File: config.mk
export PLATFORM = sky130hd
export DESIGN_NAME = scl_strap_latch
export DESIGN_NICKNAME = d
export VERILOG_FILES = /design/src/core/scl_pkg.sv /design/src/core/scl_strap_latch.sv
export SDC_FILE = /design/constraint.sdc
export NUM_CORES = 1
export LEC_CHECK = 0
export ABC_AREA = 1
export BUFFER_PORTS_ARGS = -buffer_cell sky130_fd_sc_hd__buf_2
export CORE_ASPECT_RATIO = 0.75
export CORE_UTILIZATION = 40
export CTS_CLUSTER_DIAMETER = 200
export DETAILED_ROUTE_END_ITERATION = 16
export GPL_TIMING_DRIVEN = 0
export MAX_ROUTING_LAYER = met4
export PLACE_DENSITY = 0.76
export SETUP_SLACK_MARGIN = 0.15
export SYNTH_ARGS = -nofsm -noshare
export SYNTH_HDL_FRONTEND = slang
export SYNTH_SLANG_ARGS = --single-unit
File: constraint.sdc
create_clock -name clk -period 1.81 [get_ports clk]
set_clock_uncertainty 0.15 [all_clocks]
set_input_delay 0 -clock clk [delete_from_list [all_inputs] [get_ports clk]]
set_output_delay 0 -clock clk [all_outputs]
set_load 0.05 [all_outputs]
File: src/core/scl_pkg.sv
// Package for the strap configuration latch: map, strap fields, carriers
package scl_pkg;

  // Register byte offsets, one aligned 32-bit word each
  localparam logic [7:0] SCL_OFF_STRAP_STAT = 8'h00;
  localparam logic [7:0] SCL_OFF_CFG_STATUS = 8'h04;
  localparam logic [7:0] SCL_OFF_BOARD_ID = 8'h08;
  localparam logic [7:0] SCL_OFF_INT_PIN = 8'h0c;
  localparam logic [7:0] SCL_OFF_MEM_BAR = 8'h10;
  localparam logic [7:0] SCL_OFF_INT_CTRL = 8'h14;
  localparam logic [7:0] SCL_OFF_AUX_STAT = 8'h18;

  // Strap positions on the memory data bus
  localparam int SCL_POS_ALT_SELECT = 62;
  localparam int SCL_POS_ROM_REMAP = 61;
  localparam int SCL_POS_INT_ADV = 59;
  localparam int SCL_POS_LEGACY_OFF = 58;
  localparam int SCL_POS_CONN_SENSE = 57;
  localparam int SCL_POS_TEST = 55;
  localparam int SCL_POS_PREFETCH = 53;
  localparam int SCL_POS_DEV_DISABLE = 51;
  localparam int SCL_POS_MEM_TYPE = 48;
  localparam int SCL_POS_CS_EN = 47;
  localparam int SCL_POS_BUS_TYPE = 40;
  localparam int SCL_POS_PLL_GAIN = 38;
  localparam int SCL_POS_FLASH = 37;
  localparam int SCL_POS_MODULE_SPEED = 29;
  localparam int SCL_POS_VENDOR = 8;
  localparam int SCL_POS_DEV_LOW = 0;

  // Field positions inside the software registers
  localparam int SCL_BAR_PREFETCH_BIT = 3;
  localparam int SCL_INT_CTRL_EN_BIT = 0;

  // Interrupt pin register values
  localparam logic [7:0] SCL_INT_PIN_ADV = 8'h01;
  localparam logic [7:0] SCL_INT_PIN_NONE = 8'h00;

  // Memory type codes
  localparam logic [2:0] SCL_MEM_RESERVED = 3'h0;
  localparam logic [2:0] SCL_MEM_WRAM = 3'h1;
  localparam logic [2:0] SCL_MEM_SGRAM = 3'h2;
  localparam logic [2:0] SCL_MEM_SDRAM = 3'h3;
  localparam logic [2:0] SCL_MEM_HYPER = 3'h4;
  localparam logic [2:0] SCL_MEM_EDO = 3'h5;
  localparam logic [2:0] SCL_MEM_FPDRAM = 3'h6;
  localparam logic [2:0] SCL_MEM_OFF = 3'h7;

  // Expansion ROM window: 64K, top 8K folds onto the bottom
  localparam int SCL_ROM_AW = 16;
  localparam logic [2:0] SCL_ROM_TOP_8K = 3'h7;

  // Values after reset, before any strap is latched
  localparam logic [7:0] SCL_RST_INT_PIN = 8'h00;
  localparam logic [2:0] SCL_RST_MEM_TYPE = 3'h0;
  localparam logic [1:0] SCL_RST_PLL_GAIN = 2'h2;
  localparam logic [15:0] SCL_RST_VENDOR = 16'h0000;
  // Arbitrary neutral high byte for the board device code
  localparam logic [7:0] SCL_RST_DEV_HIGH = 8'h00;

  // Latch sequencing, one-hot
  typedef enum logic [1:0] {
    SCL_ST_WAIT = 2'b01,
    SCL_ST_HELD = 2'b10
  } scl_state_e;

  // Register port request
  typedef struct packed {
    logic [7:0] addr;
    logic [31:0] wdata;
    logic wr;
    logic rd;
  } scl_bus_req_s;

  // Host side address inputs used for device select
  typedef struct packed {
    logic ad16;
    logic ad17;
    logic pci_select;
  } scl_host_sel_s;

endpackage : scl_pkg

File: src/core/scl_strap_latch.sv
// Power-up strap latch: captures straps and presents configuration state
//
// Operation
// - Accelerated port selects AD16 or AD17 by strap
// - Remap top 8K ROM when legacy display off
// - Interrupt pin register reads 01h or 00h
// - Interrupt output still works when not advertised
// - Legacy display disable strap turns portion off
// - Connector sense picks feature or multimedia mode
// - Test strap set enters test mode
// - Prefetch strap shows as BAR bit 3
// - Disable strap forces internal select to zero
// - Disabled device ignores and never drives host bus
// - Three-bit memory type decode table
// - Strapped memory type reads back inverted
// - Chip-select strap enables or floats chip selects
// - Bus type depends on strap and package
// - PLL gain strap maps to swapped gain code
// - Flash strap reports writable firmware flash fitted
// - Reserved strap bits are ignored
// - Capture three module speed strap bits
// - Board vendor code from strap or firmware
// - Low strap byte loads board device code low
// - Clock select strap picks PLL or bus clock
// - Latch straps at first host bus command
//
// Decided for this implementation: the placing of the registers and the plain strobed port.
module scl_strap_latch (
  // Clock and bus reset
  input wire logic clk,
  input wire logic rstn,
  // Strap levels
  input wire logic [63:0] memory_data_bus_in,
  input wire logic bus_clock_choice_pin,
  input wire logic pkg_is_bga,
  // Host bus activity
  input wire logic host_cmd_start,
  input wire scl_pkg::scl_host_sel_s host_sel,
  input wire logic [scl_pkg::SCL_ROM_AW-1:0] rom_addr_in,
  input wire logic irq_event,
  // Register port
  input wire scl_pkg::scl_bus_req_s bus_req,
  output logic [31:0] bus_rdata,
  // Configuration outputs
  output logic straps_latched,
  output logic init_select,
  output logic host_respond_en,
  output logic host_bus_oe_n,
  output logic [scl_pkg::SCL_ROM_AW-1:0] rom_addr_out,
  output logic [7:0] interrupt_pin_value,
  output logic intr_req,
  output logic legacy_display_en,
  output logic feature_connector_mode,
  output logic multimedia_connector,
  output logic test_mode,
  output logic bar_prefetchable,
  output logic [2:0] mem_type,
  output logic mem_access_off,
  output logic mem_cs_oe_n,
  output logic bus_is_agp,
  output logic [1:0] pll_gain_code,
  output logic writable_flash_present,
  output logic [2:0] module_speed,
  output logic [15:0] board_vendor_code,
  output logic [15:0] board_device_code,
  output logic core_clk_from_pll
);
  import scl_pkg::*;

  // Module state apart from the output flops, in one record
  typedef struct packed {
    scl_state_e st;
    logic alt_select;
    logic rom_remap;
    logic interrupt_advertise_strap;
    logic legacy_off;
    logic connector_class_sense;
    logic test_mode_strap;
    logic prefetch;
    logic device_disable_strap;
    logic cs_en;
    logic bus_type_alt;
    logic [1:0] pll_gain_strap;
    logic flash;
    logic [2:0] speed;
    logic clk_choice;
    logic [2:0] config_status_word;
    logic [15:0] vendor;
    logic [15:0] device;
    logic int_src_en;
    logic init_sel;
    logic [SCL_ROM_AW-1:0] rom_addr;
    logic intr;
    logic [31:0] rdata;
  } scl_state_s;

  scl_state_s st_r;
  scl_state_s st_nxt;

  // Strap gain maps to the oscillator code with the MSB flipped
  function automatic logic [1:0] scl_gain_map(input logic [1:0] s);
    scl_gain_map = {~s[1], s[0]};
  endfunction : scl_gain_map

  // Accelerated port is native on BGA, PCI native on PQFP; strap swaps
  function automatic logic scl_agp(input logic bga, input logic alt);
    scl_agp = bga ^ alt;
  endfunction : scl_agp

  // Register word holding the latched strap summary
  function automatic logic [31:0] scl_strap_word(input scl_state_s s);
    scl_strap_word = {16'h0000, s.speed, s.flash, s.pll_gain_strap,
      s.bus_type_alt, s.cs_en, s.device_disable_strap, s.prefetch,
      s.test_mode_strap, s.connector_class_sense, s.legacy_off,
      s.interrupt_advertise_strap, s.rom_remap, s.alt_select};
  endfunction : scl_strap_word

  logic agp_now;
  logic [2:0] strap_mem;
  assign agp_now = scl_agp(pkg_is_bga, st_r.bus_type_alt);
  // Memory type straps arrive inverted into the status field
  assign strap_mem = ~memory_data_bus_in[SCL_POS_MEM_TYPE +: 3];

  // Next-state logic
  always_comb begin
    st_nxt = st_r;
    st_nxt.rdata = 32'h0000_0000;

    // Straps are sampled once, at the first host command after reset.
    // Reserved positions 36..32 and 28..24 are never looked at.
    if (st_r.st == SCL_ST_WAIT && host_cmd_start) begin
      st_nxt.st = SCL_ST_HELD;
      st_nxt.alt_select = memory_data_bus_in[SCL_POS_ALT_SELECT];
      st_nxt.rom_remap = memory_data_bus_in[SCL_POS_ROM_REMAP];
      st_nxt.interrupt_advertise_strap =
        memory_data_bus_in[SCL_POS_INT_ADV];
      st_nxt.legacy_off = memory_data_bus_in[SCL_POS_LEGACY_OFF];
      st_nxt.connector_class_sense =
        memory_data_bus_in[SCL_POS_CONN_SENSE];
      st_nxt.test_mode_strap = memory_data_bus_in[SCL_POS_TEST];
      st_nxt.prefetch = memory_data_bus_in[SCL_POS_PREFETCH];
      st_nxt.device_disable_strap =
        memory_data_bus_in[SCL_POS_DEV_DISABLE];
      st_nxt.cs_en = memory_data_bus_in[SCL_POS_CS_EN];
      st_nxt.bus_type_alt = memory_data_bus_in[SCL_POS_BUS_TYPE];
      st_nxt.pll_gain_strap = memory_data_bus_in[SCL_POS_PLL_GAIN +: 2];
      st_nxt.flash = memory_data_bus_in[SCL_POS_FLASH];
      st_nxt.speed = memory_data_bus_in[SCL_POS_MODULE_SPEED +: 3];
      st_nxt.clk_choice = bus_clock_choice_pin;
      st_nxt.config_status_word = strap_mem;
      st_nxt.vendor = memory_data_bus_in[SCL_POS_VENDOR +: 16];
      st_nxt.device[7:0] = memory_data_bus_in[SCL_POS_DEV_LOW +: 8];
    end

    // Firmware writes: only the configurable fields take them, and
    // only after the latch so a strap capture cannot undo them.
    if (bus_req.wr && st_r.st == SCL_ST_HELD) begin
      case (bus_req.addr)
        SCL_OFF_CFG_STATUS: begin
          st_nxt.config_status_word = bus_req.wdata[2:0];
        end
        SCL_OFF_BOARD_ID: begin
          st_nxt.vendor = bus_req.wdata[15:0];
          st_nxt.device = bus_req.wdata[31:16];
        end
        SCL_OFF_INT_CTRL: begin
          st_nxt.int_src_en = bus_req.wdata[SCL_INT_CTRL_EN_BIT];
        end
        default: begin
        end
      endcase
    end

    // Reads answer in the next cycle; unmapped addresses read zero
    if (bus_req.rd) begin
      case (bus_req.addr)
        SCL_OFF_STRAP_STAT: begin
          st_nxt.rdata = scl_strap_word(st_r);
        end
        SCL_OFF_CFG_STATUS: begin
          st_nxt.rdata = {29'h0, st_r.config_status_word};
        end
        SCL_OFF_BOARD_ID: begin
          st_nxt.rdata = {st_r.device, st_r.vendor};
        end
        SCL_OFF_INT_PIN: begin
          st_nxt.rdata = {24'h00_0000, (st_r.interrupt_advertise_strap ?
            SCL_INT_PIN_NONE : SCL_INT_PIN_ADV)};
        end
        SCL_OFF_MEM_BAR: begin
          st_nxt.rdata = 32'h0000_0000;
          st_nxt.rdata[SCL_BAR_PREFETCH_BIT] = st_r.prefetch;
        end
        SCL_OFF_INT_CTRL: begin
          st_nxt.rdata = {31'h0, st_r.int_src_en};
        end
        SCL_OFF_AUX_STAT: begin
          st_nxt.rdata = {30'h0, agp_now,
            st_r.st == SCL_ST_HELD};
        end
        default: begin
          st_nxt.rdata = 32'h0000_0000;
        end
      endcase
    end

    // Internal device select: a disabled device never sees one,
    // so configuration cycles cannot wake it
    if (st_r.device_disable_strap) begin
      st_nxt.init_sel = 1'b0;
    end else if (agp_now) begin
      st_nxt.init_sel = st_r.alt_select ?
        host_sel.ad17 : host_sel.ad16;
    end else begin
      st_nxt.init_sel = host_sel.pci_select;
    end

    // Fold the top 8K of the ROM window onto the bottom
    st_nxt.rom_addr = rom_addr_in;
    if (st_r.rom_remap && st_r.legacy_off &&
        rom_addr_in[SCL_ROM_AW-1 -: 3] == SCL_ROM_TOP_8K) begin
      st_nxt.rom_addr[SCL_ROM_AW-1 -: 3] = 3'h0;
    end

    // Interrupt follows the programmed source, not the advertised pin
    st_nxt.intr = st_r.int_src_en && irq_event &&
      !st_r.device_disable_strap;

    // Enum safety: any illegal code falls back to waiting
    case (st_r.st)
      SCL_ST_WAIT: begin
      end
      SCL_ST_HELD: begin
      end
      default: begin
        st_nxt.st = SCL_ST_WAIT;
      end
    endcase
  end

  // State register; defaults mimic the internal pull-downs (all zero)
  always_ff @(posedge clk or negedge rstn) begin
    if (!rstn) begin
      st_r <= '0;
      st_r.st <= SCL_ST_WAIT;
      st_r.pll_gain_strap <= 2'h0;
      st_r.config_status_word <= SCL_RST_MEM_TYPE;
      st_r.vendor <= SCL_RST_VENDOR;
      st_r.device <= {SCL_RST_DEV_HIGH, 8'h00};
    end else begin
      st_r <= st_nxt;
    end
  end

  // Output flops derived from latched state
  typedef struct packed {
    logic respond;
    logic oe_n;
    logic [7:0] int_pin;
    logic legacy_en;
    logic fc_mode;
    logic mm_mode;
    logic test;
    logic mem_off;
    logic cs_oe_n;
    logic agp;
    logic [1:0] gain;
    logic use_pll;
  } scl_out_s;

  scl_out_s out_r;
  scl_out_s out_nxt;

  // Decoded configuration, registered so every output is a flop
  always_comb begin
    out_nxt.respond = !st_r.device_disable_strap;
    // Own flop so the bus enable is not an inverter after a register
    out_nxt.oe_n = st_r.device_disable_strap;
    out_nxt.int_pin = st_r.interrupt_advertise_strap ?
      SCL_INT_PIN_NONE : SCL_INT_PIN_ADV;
    out_nxt.legacy_en = !st_r.legacy_off;
    out_nxt.fc_mode = !st_r.connector_class_sense;
    out_nxt.mm_mode = st_r.connector_class_sense;
    out_nxt.test = st_r.test_mode_strap;
    out_nxt.mem_off = st_r.config_status_word == SCL_MEM_OFF;
    // Chip selects float until a latched enable strap says otherwise
    out_nxt.cs_oe_n = !st_r.cs_en;
    out_nxt.agp = agp_now;
    out_nxt.gain = scl_gain_map(st_r.pll_gain_strap);
    // Normal choice: PLL on accelerated port, bus clock on PCI
    out_nxt.use_pll = agp_now ^ st_r.clk_choice;
  end

  // Output register
  always_ff @(posedge clk or negedge rstn) begin
    if (!rstn) begin
      out_r <= '0;
      out_r.respond <= 1'b1;
      out_r.int_pin <= SCL_RST_INT_PIN;
      out_r.legacy_en <= 1'b1;
      out_r.fc_mode <= 1'b1;
      out_r.cs_oe_n <= 1'b1;
      out_r.gain <= SCL_RST_PLL_GAIN;
    end else begin
      out_r <= out_nxt;
    end
  end

  // Port drive, straight from flops
  assign bus_rdata = st_r.rdata;
  assign straps_latched = st_r.st == SCL_ST_HELD;
  assign init_select = st_r.init_sel;
  assign host_respond_en = out_r.respond;
  assign host_bus_oe_n = out_r.oe_n;
  assign rom_addr_out = st_r.rom_addr;
  assign interrupt_pin_value = out_r.int_pin;
  assign intr_req = st_r.intr;
  assign legacy_display_en = out_r.legacy_en;
  assign feature_connector_mode = out_r.fc_mode;
  assign multimedia_connector = out_r.mm_mode;
  assign test_mode = out_r.test;
  assign bar_prefetchable = st_r.prefetch;
  assign mem_type = st_r.config_status_word;
  assign mem_access_off = out_r.mem_off;
  assign mem_cs_oe_n = out_r.cs_oe_n;
  assign bus_is_agp = out_r.agp;
  assign pll_gain_code = out_r.gain;
  assign writable_flash_present = st_r.flash;
  assign module_speed = st_r.speed;
  assign board_vendor_code = st_r.vendor;
  assign board_device_code = st_r.device;
  assign core_clk_from_pll = out_r.use_pll;

endmodule : scl_strap_latch

## Yosys cells after proc, flatten, opt, wreduce, memory -nomap -nowiden

Cells that the tools add are included.

- Bits of input ports: 131
- Output and inout port bits: 111
- Word-level logic and storage cells: 79
- Register bits: 118

- Reductions and logical operators: 14
- Multiplexer cells: 14
- Bitwise logic cells: 4
- Eq/ne operators: 11

Operators by type and width:

| cell | number |
|---|---|
| $pmux W32 S7 | 1 |
| $mux W32 | 2 |
| $mux W38 | 1 |
| $mux W36 | 1 |
| $eq A8 B5 Y1 const B | 3 |
| $eq A8 B4 Y1 const B | 2 |
| $eq A8 B3 Y1 const B | 1 |
| $logic_not A8 Y1 | 1 |
| $mux W8 | 1 |
| $eq A3 B3 Y1 const B | 2 |
| $logic_and A1 B1 Y1 | 6 |
| $mux W3 | 2 |
| $mux W1 | 5 |
| $logic_not A1 Y1 | 4 |
| $reduce_and A2 Y1 | 2 |
| $not A3 Y3 | 1 |
| $eq A2 B1 Y1 const B | 1 |
| $eq A2 B2 Y1 const B | 1 |
| $mux W2 | 1 |
| $ne A2 B1 Y1 const B | 1 |
| $reduce_or A2 Y1 | 1 |
| $xor A1 B1 Y1 | 2 |
| $not A1 Y1 | 1 |

## Logic depth before layout (Yosys ltp)

Gate-level depths: netlist of run 1.

- Word-level depth: 5
- Depth in mapped cells: 9
- Gate-level depth less buffers: 7

## Worst setup path after synthesis of run 1

No wires, ideal clock.

- Path kind: reg-to-reg
- From: reg st_r[103] (netlist name)
- To: reg st_r, in the netlist board_device_code[10]
- Arrival: 1.640 ns
- Data required time: 1.583 ns
- Stages on the path, launching flop included: 9
- Clock period less this slack: 1.867 ns
- Path slack: -0.057 ns
- Path through: dfstp_2 inv_1 ha_1 nand2_1 inv_1 nand2_2 buf_2 nor2_1 a21oi_1

- Longest elaborated chain between the ends: 3

RTL lines:

| what | line | text |
|---|---|---|
| start: declaration | scl_strap_latch.sv:97 | `scl_state_s st_r;` |
| start signal: assignment | scl_strap_latch.sv:251 | `st_r <= st_nxt;` |
| $eq A2 B2 Y1 | -- |  |
| via straps_latched | scl_strap_latch.sv:45 | `output logic straps_latched,` |
| $logic_and A1 B1 Y1 | scl_strap_latch.sv:157 | `if (bus_req.wr && st_r.st == SCL_ST_HELD) begin` |
| $reduce_and A2 Y1 (no line) | -- |  |

The timed path passes the listed nets, and every way through them passes these cells.
A chain may end at the register's enable or synchronous reset.

==> summary.txt, run 1 <==
GLOBAL ROUTING
--------------------------------------------------------------------------------------
Global-route wire length before repair ..................................     26000 um
Grt total ovfl ..........................................................            0
Number of global-route vias before repair ...............................         5132
Global router's overall resource usage ..................................        25.6%
Number of antenna violations at the first check in global routing .......            0
Pin count of the biggest net entering global routing ....................           95

POWER AND IR DROP
--------------------------------------------------------------------------------------
Power per standard cell area ............................................ 1410 nW/um^2
Final Total Pwr .........................................................     0.0123 W
Leakage power ...........................................................      4.73 nW
Maximum ir drop on the vdd rail .........................................      1.13 mV

CRITICAL PATH
--------------------------------------------------------------------------------------
RR Startpoint ...........................................................    st_r[103]
Number of buffers and inverters on the critical path ....................            2
Critical Path Most Common Cell ..........................................      nand2_1
FF-to-FF path depth .....................................................            7
Slowest Stage Delay on Critical Path ....................................      0.54 ns
Library cell contributing the largest single delay on the critical path .      dfstp_2
Ordered cell list for the critical path ................................. ha_4 > nand2_4 > buf_12 > clkbuf_16 > mux2_2 > nand2_1 > nand2_1
Crit end category .......................................................    flip-flop
Data required time at the worst endpoint ................................      1.95 ns
Setup CP Type ........................................................... flip-flop to flip-flop
Crit path DAT ...........................................................      1.81 ns
Startpoint type of the worst setup path .................................    flip-flop
R2R Path End ............................................................ board_vendor_code[4]
Maximum net fanout on the critical path .................................            9
Kind of cell adding the most delay to the critical path .................   flip-flops
Slack of the worst reg-to-reg path ......................................      0.14 ns

SYNTH
--------------------------------------------------------------------------------------
Mean post-synth cell area ...............................................    10.0 um^2
Number of distinct library cells after synthesis ........................           29
Mapped cell area ........................................................    5480 um^2
Post-synthesis sequential element count .................................          118
Number of cells produced by synthesis ...................................          546
Top_reg_cell synth ......................................................      dfrtp_1
Yosys warnings ..........................................................            0
Portion of synthesized cell area occupied by the leading cell type ......        51.1%
Portion of the post-synthesis area used by sequential elements ..........        54.0%
Simple-gate share of the synthesized area ...............................        16.6%
Adder and majority cell fraction of the synthesized area ................       0.457%
Cell types with the largest area share after synthesis .................. dfrtp_1 51%, buf_4 13%, mux2_2 7.0%
Fraction of synthesis flops using an asynchronous set or reset pin ......         100%
Main combinational cell family by area after synthesis .................. buffers and inverters
Post-synthesis mux area share ...........................................        7.17%
Synth Area in Compound Gates ............................................        3.45%
Xor and xnor area share after synthesis .................................       0.320%
Dominant cell type by area after synthesis ..............................      dfrtp_1
Count of flip-flops with a built-in enable after synthesis ..............            0

CLOCKING
--------------------------------------------------------------------------------------
CTS root buffer .........................................................    clkbuf_16
Maximum buffer depth of the clock tree ..................................            2
CTS tree ................................................................          yes
Number of clock sinks ...................................................          118
Clock insertion delay at the later pin of the skew report ...............      0.41 ns
H-tree levels ...........................................................            4
Clock slew at reported path FFs .........................................      0.05 ns
TritonCTS Buffers .......................................................           17

ROUTE
--------------------------------------------------------------------------------------
Routed wire length ......................................................     17000 um
Detailed Routing Iterations Pass 1 ......................................            7
Detailed-route via count ................................................         5027
Number of DRC markers in iteration 0 ....................................          245
Vias per cell ...........................................................         4.62
Average wire length per cell after detail routing .......................      15.7 um
ANT nets after route ....................................................            0
Drt drc .................................................................            0

TIMING
--------------------------------------------------------------------------------------
Final Max Slew Viols ....................................................            0
Fraction of the cycle the final worst path needs ........................        92.5%
RSZ-0062 raised after global routing ....................................         true
Count of endpoints failing hold in the final timing report ..............            0
Post-route setup TNS ....................................................         0 ns
Minimum clock period after layout .......................................      1.67 ns
Max Fclk ................................................................    0.597 GHz
Total of endpoints with negative setup slack in the final report ........            0

MIN PATH
--------------------------------------------------------------------------------------
Hold_sp ................................................................. host_cmd_start
Kind of path behind the tightest hold check ............................. input pin to flip-flop
Worst min-delay path endpoint ........................................... board_device_code[3]
Count of cells along the worst hold path ................................            6

DIE
--------------------------------------------------------------------------------------
Number of primary I/O pins ..............................................          242
Row count ...............................................................           36
Starting utilization of the core area ...................................        41.7%
Area of the core ........................................................   13200 um^2
Horizontal die dimension ................................................       137 um
Area enclosed by the die boundary .......................................   14200 um^2
Vertical extent of the die ..............................................       103 um

PLACED DESIGN
--------------------------------------------------------------------------------------
Hpwl dp .................................................................     10200 um
Placed Instances ........................................................          937
Number of I/O port buffers ..............................................          213
Last weighted congestion value of the routability-driven placer .........        0.842
Standard cell area after detailed placement .............................    6840 um^2

LAYOUT
--------------------------------------------------------------------------------------
Final net count .........................................................         1038
Layout Cells excl Fill ..................................................         1089
Area delta synth->final .................................................        59.8%
Core Util, Final ........................................................        66.6%
Number of antenna repair diodes .........................................            0
Fraction of layout instances using a drive strength above 1 .............        46.7%
Cell area after layout ..................................................    8760 um^2

STATUS
--------------------------------------------------------------------------------------
Result of the run ....................................................... complete, no violations

JOB
--------------------------------------------------------------------------------------
Number of max-capacitance violations reported ...........................            0

## cell type report
type | count | area, um^2
buffer | 113 | 900
fill | 957 | 4390
timing repair buffer | 334 | 2300
inverter | 43 | 164
tap | 171 | 214
sequential | 118 | 2960
clock buffer | 24 | 492
clock inverter | 8 | 97.6
multi-input combinational | 278 | 1630
## layer usage
metal	up-vias	GRT usage (%)	share of wire [%]
li1	2358	-	-
met1	2421	30.4	43
met2	225	44.3	50
met3	23	5.31	6.3
met4	0	7.27	1.0
met5	-	-	0
## sequential cells by signal (all words and copies together) (netlist names), 2 cells and up
register	flops
bus_rdata	32
board_device_code	16
board_vendor_code	16
rom_addr_out	16
st_r	11
out_nxt	4
mem_type	3
module_speed	3
pll_gain_code	2
## cell families (layout without fill, tap and decap cells)
group,after synthesis,count (layout)
muxes,35,35
DFF,118,118
xor gates and xnor gates,2,2
AOI/OAI and AO/OA,37,37
buffers and inverters,156,522
adders and majority gates,2,2
other,1,7
and+or+nand+nor,195,195
## tightest hold or removal path, cell delays in order
cell,delay (ns)
buf_2,0.11
nand2_4,0.07
buf_12,0.14
mux2_2,0.15
nand2_1,0.04
nand2_1,0.04
## cells in the mapped netlist (2+ instances only)
master      n
a21oi_1    17
buf_2       8
buf_4      98
clkbuf_1    5
dfrtp_1   112
dfstp_2     6
ha_1        2
inv_1      43
mux2_2     34
nand2_1    87
nand2_2     2
nand3_1    51
nand4_1     2
nor2_1     37
nor2_2      2
nor2_4     10
o21ai_0    12
o21ai_1     6
xor2_1      2
## power by group
part / switching, W / total, W / internal (W)
Clock: 0.00117 / 0.00334 / 0.00217
Sequential: 0.000528 / 0.00390 / 0.00337
Combinational: 0.00326 / 0.00511 / 0.00184
## worst max-delay path by stage
stage	start	depth (start not counted)	slack, ns	to
finish	st_r[103]	7	0.14	board_vendor_code[4]
detailed placement	st_r[103]	8	-0.22	board_device_code[11]
CTS	st_r[103]	7	0.14	board_vendor_code[4]
floorplan	st_r[104]	6	0.17	bar_prefetchable
global route	st_r[103]	7	0.08	st_r[103]
global placement	rstn	1	-0.82	board_vendor_code[14]
## layout by cell type, fill, tap and decap left out, types with 10 or more instances in the layout
| master | netlist | layout |
|---|---|---|
| nand3_1 | 51 | 51 |
| a21oi_1 | 17 | 16 |
| buf_4 | 98 | 107 |
| inv_1 | 43 | 42 |
| nor2_4 | 10 | 10 |
| nand2_1 | 87 | 81 |
| dfrtp_1 | 112 | 112 |
| dlygate4sd3_1 | 0 | 112 |
| mux2_2 | 34 | 34 |
| clkbuf_16 | 0 | 18 |
| buf_2 | 8 | 212 |
| nor2_1 | 37 | 36 |
## timing repair
action	in CTS	in global routing
hold buffers	112	0
setup endpoints to repair	52	48
cloned	1	1
endpoints found under the hold margin	200	0
resized for setup	27	23
buffers inserted	3	3
pin swaps	2	2
## through the flow
step	hold slack (ns)	worst slack [ns]
floorplan	-0.446	0.171
global placement	-0.0422	-0.825
detailed placement	-0.278	-0.223
CTS	0.0165	0.139
global route	0.0555	0.0830
finish	0.0404	0.135
Note: power is estimated with default switching activity, not from simulation.
==> run 2: changes to the inputs <==
--- a/config.mk
+++ b/config.mk
@@ -7,13 +7,13 @@
 export LEC_CHECK = 0
 export ABC_AREA = 1
 export BUFFER_PORTS_ARGS = -buffer_cell sky130_fd_sc_hd__buf_2
-export CORE_ASPECT_RATIO = 0.75
+export CORE_ASPECT_RATIO = 0.8
 export CORE_UTILIZATION = 40
 export CTS_CLUSTER_DIAMETER = 200
 export DETAILED_ROUTE_END_ITERATION = 16
 export GPL_TIMING_DRIVEN = 0
 export MAX_ROUTING_LAYER = met4
-export PLACE_DENSITY = 0.76
+export PLACE_DENSITY = 0.67
 export SETUP_SLACK_MARGIN = 0.15
 export SYNTH_ARGS = -nofsm -noshare
 export SYNTH_HDL_FRONTEND = slang
==> run 2 against run 1 <==
First-iteration DRC count is 2.0% higher. Clock power decreased by 8.7%. Critical endpoint is now board_device_code[5]. Sequential power is essentially flat. Cell count grew 0.92%. Largest power group unchanged. Combinational power hardly changed. Critical path depth unchanged. Worst hold slack worse by 0.0096 ns. Largest cell class unchanged.
==> summary.txt, run 2 (synthesis results as in run 1) <==
STATUS
--------------------------------------------------------------------------------------
Result of the run ....................................................... complete, no violations   unchanged

GLOBAL ROUTING
--------------------------------------------------------------------------------------
Number of global-route vias before repair ...............................         4990   was 5132
Number of antenna violations at the first check in global routing .......            0   unchanged
Global router's overall resource usage ..................................        23.4%   was 25.6%
Global-route wire length before repair ..................................     24400 um   was 26000 um
Pin count of the biggest net entering global routing ....................           62   was 95
Grt total ovfl ..........................................................            0   unchanged

TIMING
--------------------------------------------------------------------------------------
Max Fclk ................................................................    0.595 GHz   was 0.597 GHz
Total of endpoints with negative setup slack in the final report ........            0   unchanged
Post-layout worst setup margin ..........................................     0.131 ns   was 0.135 ns
Minimum clock period after layout .......................................      1.68 ns   was 1.67 ns
Fraction of the cycle the final worst path needs ........................        92.8%   was 92.5%
RSZ-0062 raised after global routing ....................................         true   unchanged
Count of endpoints failing hold in the final timing report ..............            0   unchanged
Post-route setup TNS ....................................................         0 ns   unchanged
Final Max Slew Viols ....................................................            0   unchanged

CRITICAL PATH
--------------------------------------------------------------------------------------
Number of buffers and inverters on the critical path ....................            2   unchanged
Library cell contributing the largest single delay on the critical path .      dfstp_2   unchanged
Slowest Stage Delay on Critical Path ....................................      0.55 ns   was 0.54 ns
Crit path DAT ...........................................................      1.82 ns   was 1.81 ns
Slack of the worst reg-to-reg path ......................................      0.13 ns   was 0.14 ns
FF-to-FF path depth .....................................................            7   unchanged
Ordered cell list for the critical path ................................. ha_4 > nand2_4 > buf_8 > buf_8 > mux2_2 > nand2_2 > nand2_1   was ha_4 > nand2_4 > buf_12 > clkbuf_16 > mux2_2 > nand2_1 > nand2_1
Kind of cell adding the most delay to the critical path .................   flip-flops   unchanged
RR Startpoint ...........................................................    st_r[103]   unchanged
Startpoint type of the worst setup path .................................    flip-flop   unchanged
Setup CP Type ........................................................... flip-flop to flip-flop   unchanged
Endpoint of the worst setup timing path ................................. board_device_code[5]   was board_vendor_code[4]
Worst setup path startpoint .............................................    st_r[103]   unchanged
Critical Path Most Common Cell ..........................................        buf_8   was nand2_1
Number of logic stages on the critical path including buffering .........            7   unchanged
R2R Path End ............................................................ board_device_code[5]   was board_vendor_code[4]
Crit end category .......................................................    flip-flop   unchanged
Maximum net fanout on the critical path .................................            6   was 9
Data required time at the worst endpoint ................................      1.95 ns   about the same

ROUTE
--------------------------------------------------------------------------------------
Drt drc .................................................................            0   unchanged
Detailed-route via count ................................................         4940   was 5027
Average wire length per cell after detail routing .......................      14.4 um   was 15.7 um
Uppermost metal layer occupied by signal nets ...........................         met4   unchanged
DR WL met3 ..............................................................      1030 um   was 1080 um
Detailed Routing Iterations Pass 1 ......................................            6   was 7
Vias per cell ...........................................................         4.49   was 4.62
Met2 wire len ...........................................................      7920 um   was 8530 um
Number of DRC markers in iteration 0 ....................................          250   was 245
Met1 WL .................................................................      6650 um   was 7260 um
ANT nets after route ....................................................            0   unchanged
Routed wire length ......................................................     15800 um   was 17000 um

POWER AND IR DROP
--------------------------------------------------------------------------------------
Final Total Pwr .........................................................     0.0121 W   was 0.0123 W
Maximum ir drop on the vdd rail .........................................      1.04 mV   was 1.13 mV
Power per standard cell area ............................................ 1370 nW/um^2   was 1410 nW/um^2
Leakage power ...........................................................      4.74 nW   was 4.73 nW

DIE
--------------------------------------------------------------------------------------
Starting utilization of the core area ...................................        41.8%   was 41.7%
Area of the core ........................................................   13100 um^2   was 13200 um^2
Horizontal die dimension ................................................       133 um   was 137 um
Area enclosed by the die boundary .......................................   14200 um^2   about the same
Vertical extent of the die ..............................................       107 um   was 103 um
Row count ...............................................................           37   was 36
Number of primary I/O pins ..............................................          242   unchanged

CLOCKING
--------------------------------------------------------------------------------------
H-tree levels ...........................................................            4   unchanged
CTS tree ................................................................          yes   unchanged
Number of clock sinks ...................................................          118   unchanged
TritonCTS Buffers .......................................................           17   unchanged
Clock insertion delay at the later pin of the skew report ...............      0.41 ns   about the same
Clock slew at reported path FFs .........................................      0.06 ns   was 0.05 ns
CTS root buffer .........................................................    clkbuf_16   unchanged
Maximum buffer depth of the clock tree ..................................            2   unchanged

PLACED DESIGN
--------------------------------------------------------------------------------------
Hpwl dp .................................................................     10200 um   about the same
Number of I/O port buffers ..............................................          213   unchanged
Placed Instances ........................................................          941   was 937
Setup slack after placement .............................................    -0.170 ns   was -0.223 ns
Last weighted congestion value of the routability-driven placer .........        0.892   was 0.842

LAYOUT
--------------------------------------------------------------------------------------
Most frequent standard cell in the layout excluding fill and tap cells ..        buf_2   unchanged
Number of fillers in the final layout ...................................         1001   was 957
Area delta synth->final .................................................        60.4%   was 59.8%
Commonest cells after routing, fill and taps aside ...................... 212 x buf_2, 117 x dlygate4sd3_1, 112 x dfrtp_1, 106 x buf_4, 80 x nand2_1   was 212 x buf_2, 112 x dfrtp_1, 112 x dlygate4sd3_1, 107 x buf_4, 81 x nand2_1
Final net count .........................................................         1044   was 1038
Layout Cells excl Fill ..................................................         1099   was 1089
Core Util, Final ........................................................        67.1%   was 66.6%
Number of antenna repair diodes .........................................            0   unchanged
Number of flip-flops in the largest register ............................           32   unchanged
Fraction of layout instances using a drive strength above 1 .............        46.8%   was 46.7%

MIN PATH
--------------------------------------------------------------------------------------
Count of cells along the worst hold path ................................            4   was 6
Kind of path behind the tightest hold check ............................. input pin to flip-flop   unchanged

JOB
--------------------------------------------------------------------------------------
Number of max-capacitance violations reported ...........................            0   unchanged

-- run 2: cell count changes in the layout (fill, tap and decap cells not counted), moves of 2 or more --
cell           delta
buf_12            -2
buf_6             -2
buf_8             +2
bufinv_16         -2
clkbuf_4          +3
clkbuf_8          +2
clkinv_2          +2
dlygate4sd3_1     +5
-- run 2: how the worst min path moves through the flow --
stage | from | endpoint | slack (ns)
final | host_cmd_start | module_speed[2] | 0.03
after global routing | host_cmd_start | module_speed[2] | 0.04
after CTS | bus_req[34] | bus_rdata[1] | -0.004
after detailed placement | rstn | rom_addr_out[8] | -0.14
after global placement | rom_addr_in[3] | rom_addr_out[3] | -0.04
after floorplan | rstn | bar_prefetchable | -0.45
-- run 2: what timing repair did --
| action | CTS | global route |
|---|---|---|
| resized for setup | 25 | 22 |
| hold buffers | 117 | 0 |
| gates cloned | 0 | 1 |
| hold endpoints to repair | 204 | 0 |
| buffers inserted | 4 | 4 |
| pin swaps | 1 | 3 |
| endpoints found under the setup margin | 52 | 52 |
-- run 2: per-layer routing --
layer | GRT usage (%) | vias up
met4 | 8.37 | 0
met5 | - | -
met1 | 26.6 | 2338
met2 | 39.7 | 212
li1 | - | 2368
met3 | 6.52 | 22
-- run 2: layout make-up --
class | count | area [um^2] | share of cell area, %
Buffer | 113 | 882 | 10.0
Inverter | 43 | 164 | 1.87
Timing Repair Buffer | 340 | 2370 | 26.9
Clock buffer | 24 | 502 | 5.71
Tap cell | 175 | 219 | 2.49
Clock inverter | 8 | 47.5 | 0.541
Sequential cell | 118 | 2960 | 33.7
Multi-Input combinational cell | 278 | 1650 | 18.7
-- run 2: where the power goes --
group / switching (W) / total, W / internal, W
sequential: 0.000522 / 0.00389 / 0.00337
combinational: 0.00323 / 0.00510 / 0.00188
clock: 0.00114 / 0.00305 / 0.00191
total: 0.00489 / 0.0121 / 0.00716
-- run 2: worst register-to-register path, delay by kind of cell, from the launching register on --
| family | cells | cell delay [ns] |
|---|---|---|
| adder cells (fa/ha/maj) | 1 | 0.14 |
| buffers and inverters | 2 | 0.27 |
| flip-flops | 1 | 0.55 |
| multiplexers | 1 | 0.28 |
| AND/OR/NAND/NOR | 3 | 0.17 |
-- run 2: metrics by stage --
step | hold slack, ns | instance area [um^2]
after floorplan | -0.446 | 5520
after global placement | -0.0398 | 6810
after detailed placement | -0.142 | 6840
after CTS | -0.00394 | 8670
after global routing | 0.0364 | 8790
final | 0.0308 | 8790
==> run 3: changes to the inputs <==
--- a/config.mk
+++ b/config.mk
@@ -13,8 +13,9 @@
 export DETAILED_ROUTE_END_ITERATION = 16
 export GPL_TIMING_DRIVEN = 0
 export MAX_ROUTING_LAYER = met4
-export PLACE_DENSITY = 0.67
+export PLACE_DENSITY = 0.7
 export SETUP_SLACK_MARGIN = 0.15
+export SKIP_LAST_GASP = 1
 export SYNTH_ARGS = -nofsm -noshare
 export SYNTH_HDL_FRONTEND = slang
 export SYNTH_SLANG_ARGS = --single-unit
==> constraint.sdc (replaced) <==
create_clock -name clk -period 1.35 [get_ports clk]
set_clock_uncertainty 0.15 [all_clocks]
set_input_delay 0 -clock clk [delete_from_list [all_inputs] [get_ports clk]]
set_output_delay 0 -clock clk [all_outputs]
set_load 0.05 [all_outputs]
==> run 3 against run 2 <==
The run now ends with negative hold slack, negative setup slack left. Design area up 20%. Critical path depth is 1 higher. Clock-buffer cell count shrank 6. Worst hold slack worse by 0.075 ns. Power is 66% higher. Die area unchanged.
==> summary.txt, run 3 (synthesis results as in run 1) <==
CLOCKING
--------------------------------------------------------------------------------------
CTS root buffer .........................................................    clkbuf_16   unchanged
H-tree levels ...........................................................            4   unchanged
Number of clock sinks ...................................................          118   unchanged
Maximum buffer depth of the clock tree ..................................            2   unchanged
Clock insertion delay at the later pin of the skew report ...............      0.41 ns   about the same
TritonCTS Buffers .......................................................           17   unchanged
CTS tree ................................................................          yes   unchanged
Clock slew at reported path FFs .........................................      0.06 ns   about the same

ROUTE
--------------------------------------------------------------------------------------
Drt drc .................................................................            0   unchanged
Detailed Routing Iterations Pass 1 ......................................            4   was 6
Average wire length per cell after detail routing .......................      18.7 um   was 14.4 um
Number of DRC markers in iteration 0 ....................................          275   was 250
ANT nets after route ....................................................            0   unchanged
Routed wire length ......................................................     21200 um   was 15800 um
Vias per cell ...........................................................         4.80   was 4.49
Detailed-route via count ................................................         5437   was 4940

TIMING
--------------------------------------------------------------------------------------
Final Max Slew Viols ....................................................            0   unchanged
Max_slew headroom .......................................................        65.2%
Fraction of the cycle the final worst path needs ........................         134%   was 92.8%
Total of endpoints with negative setup slack in the final report ........           57   was 0
Max Fclk ................................................................    0.554 GHz   was 0.595 GHz
Count of endpoints failing hold in the final timing report ..............           49   was 0
Minimum clock period after layout .......................................      1.80 ns   was 1.68 ns
Smallest hold slack .....................................................   -0.0442 ns   was 0.0308 ns
Post-route setup TNS ....................................................    -19.71 ns   was 0 ns
Slew at the pin closest to its max-slew limit ...........................     0.521 ns
Post-layout worst setup margin ..........................................    -0.455 ns   was 0.131 ns
RSZ-0062 raised after global routing ....................................         true   unchanged

LAYOUT
--------------------------------------------------------------------------------------
Fraction of layout instances using a drive strength above 1 .............        53.2%   was 46.8%
Number of flip-flops in the largest register ............................           32   unchanged
Core Util, Final ........................................................        80.6%   was 67.1%
Area delta synth->final .................................................        92.7%   was 60.4%
Commonest cells after routing, fill and taps aside ...................... 117 x buf_2, 110 x dfrtp_1, 103 x dlygate4sd3_1, 98 x buf_6, 92 x buf_8   was 212 x buf_2, 117 x dlygate4sd3_1, 112 x dfrtp_1, 106 x buf_4, 80 x nand2_1
Most frequent standard cell in the layout excluding fill and tap cells ..        buf_2   unchanged
Number of antenna repair diodes .........................................            0   unchanged
Final net count .........................................................         1078   was 1044
Cell area after layout ..................................................   10600 um^2   was 8790 um^2

PLACED DESIGN
--------------------------------------------------------------------------------------
Standard cell area after detailed placement .............................    6890 um^2   was 6840 um^2
Number of I/O port buffers ..............................................          213   unchanged
Last weighted congestion value of the routability-driven placer .........        0.880   was 0.892
Hpwl dp .................................................................     10000 um   was 10200 um

GLOBAL ROUTING
--------------------------------------------------------------------------------------
Number of global-route vias before repair ...............................         5599   was 4990
Grt total ovfl ..........................................................            0   unchanged
Global router's overall resource usage ..................................        28.5%   was 23.4%
Number of antenna violations at the first check in global routing .......            0   unchanged
Pin count of the biggest net entering global routing ....................           68   was 62
Global-route wire length before repair ..................................     29500 um   was 24400 um

CRITICAL PATH
--------------------------------------------------------------------------------------
Maximum net fanout on the critical path .................................            7   was 6
Ordered cell list for the critical path ................................. inv_2 > ha_4 > nand2_4 > clkinvlp_4 > nand2_8 > buf_6 > nor2_2 > a21oi_1   was ha_4 > nand2_4 > buf_8 > buf_8 > mux2_2 > nand2_2 > nand2_1
Crit end category .......................................................    flip-flop   unchanged
Data required time at the worst endpoint ................................      1.53 ns   was 1.95 ns
Startpoint type of the worst setup path .................................    flip-flop   unchanged
Number of buffers and inverters on the critical path ....................            3   was 2
Worst setup path startpoint .............................................    st_r[103]   unchanged
Setup CP Type ........................................................... flip-flop to flip-flop   unchanged
Library cell contributing the largest single delay on the critical path .      dfstp_2   unchanged
Kind of cell adding the most delay to the critical path .................   flip-flops   unchanged
FF-to-FF path depth .....................................................            8   was 7
Slowest Stage Delay on Critical Path ....................................      0.54 ns   was 0.55 ns
Number of logic stages on the critical path including buffering .........            8   was 7
RR Startpoint ...........................................................    st_r[103]   unchanged
Crit path DAT ...........................................................      1.98 ns   was 1.82 ns

MIN PATH
--------------------------------------------------------------------------------------
Kind of path behind the tightest hold check ............................. input pin to async pin   was input pin to flip-flop

DIE
--------------------------------------------------------------------------------------
Number of primary I/O pins ..............................................          242   unchanged
Horizontal die dimension ................................................       133 um   unchanged
Row count ...............................................................           37   unchanged
Starting utilization of the core area ...................................        41.8%   unchanged
Area of the core ........................................................   13100 um^2   unchanged
Vertical extent of the die ..............................................       107 um   unchanged
Area enclosed by the die boundary .......................................   14200 um^2   unchanged

POWER AND IR DROP
--------------------------------------------------------------------------------------
Leakage power ...........................................................      5.38 nW   was 4.74 nW
Maximum ir drop on the vdd rail .........................................      1.54 mV   was 1.04 mV
Final Total Pwr .........................................................     0.0200 W   was 0.0121 W
Power per standard cell area ............................................ 1890 nW/um^2   was 1370 nW/um^2

STATUS
--------------------------------------------------------------------------------------
Failing checks .......................................................... negative hold slack, negative setup slack
Result of the run ....................................................... finished with violations   was complete, no violations

JOB
--------------------------------------------------------------------------------------
Number of max-capacitance violations reported ...........................            0   unchanged

run 3: cell count changes in the layout (fill, tap and decap cells not counted), moves of 5 or more:
cell / change
buf_2: -95
buf_6: +91
buf_8: +89
buf_4: -45
dlygate4sd3_1: -14
nor2_1: -10
nor2_2: +8
buf_12: +7
a21oi_1: -6
a21oi_2: +6
nand2_2: +6
nand2_1: -5
run 3: repair_timing:
action / in CTS / in global routing
resized for setup: 317 / 131
setup buffers: 38 / 13
endpoints found under the hold margin: 203 / 2
pin swaps: 3 / 14
hold buffers: 105 / 2
endpoints found under the setup margin: 153 / 164
cloned: 2 / 1
run 3: layout make-up:
class / instances / area, um^2
plain buffers: 113 / 1240
clock buffers: 18 / 439
clock inverters: 14 / 199
fillers: 684 / 2540
inverters: 43 / 165
multi-input cells: 278 / 1760
flip-flops and latches: 118 / 2960
well taps: 175 / 219
repair buffers: 374 / 3580
run 3: worst reg2reg max path, stage by stage (launching register included):
cell and delay [ns]:
dfstp_2 0.54, inv_2 0.05, ha_4 0.17, nand2_4 0.09, clkinvlp_4 0.22, nand2_8 0.19
buf_6 0.15, nor2_2 0.04, a21oi_1 0.14
run 3: path summary, 6_finish.rpt:
path	slack, ns	end
min reg2reg	0.25	mem_cs_oe_n
max reg2reg	-0.45	board_device_code[11]
min	-0.04	rom_addr_out[15]
max in group asynchronous	0.35	pll_gain_code[1]
max	-0.45	board_device_code[11]
min in group clk	-0.04	st_r[50]
run 3: stage by stage:
step	instances	setup WS, ns
after global routing	1133	-0.523
after CTS	1118	-0.401
final	1133	-0.455
after floorplan	552	-0.248
after global placement	940	-1.36
after detailed placement	941	-0.541
run 3: power breakdown:
| part | switching [W] | internal, W | leakage, nW |
|---|---|---|---|
| clock network | 0.00175 | 0.00316 | 0.300 |
| registers | 0.000724 | 0.00453 | 1.43 |
| logic | 0.00518 | 0.00467 | 3.65 |
run 3: per-layer routing:
metal  global-route usage (%)  vias up  wire length [um]  part of all wire (%)
met5                        -        -                 0                     0
met4                     8.13        0               450                   2.1
met3                     5.96       48              1430                   6.7
met2                     50.0      314             11100                    52
met1                     33.1     2641              8240                    39
li1                         -     2434                 -                     -
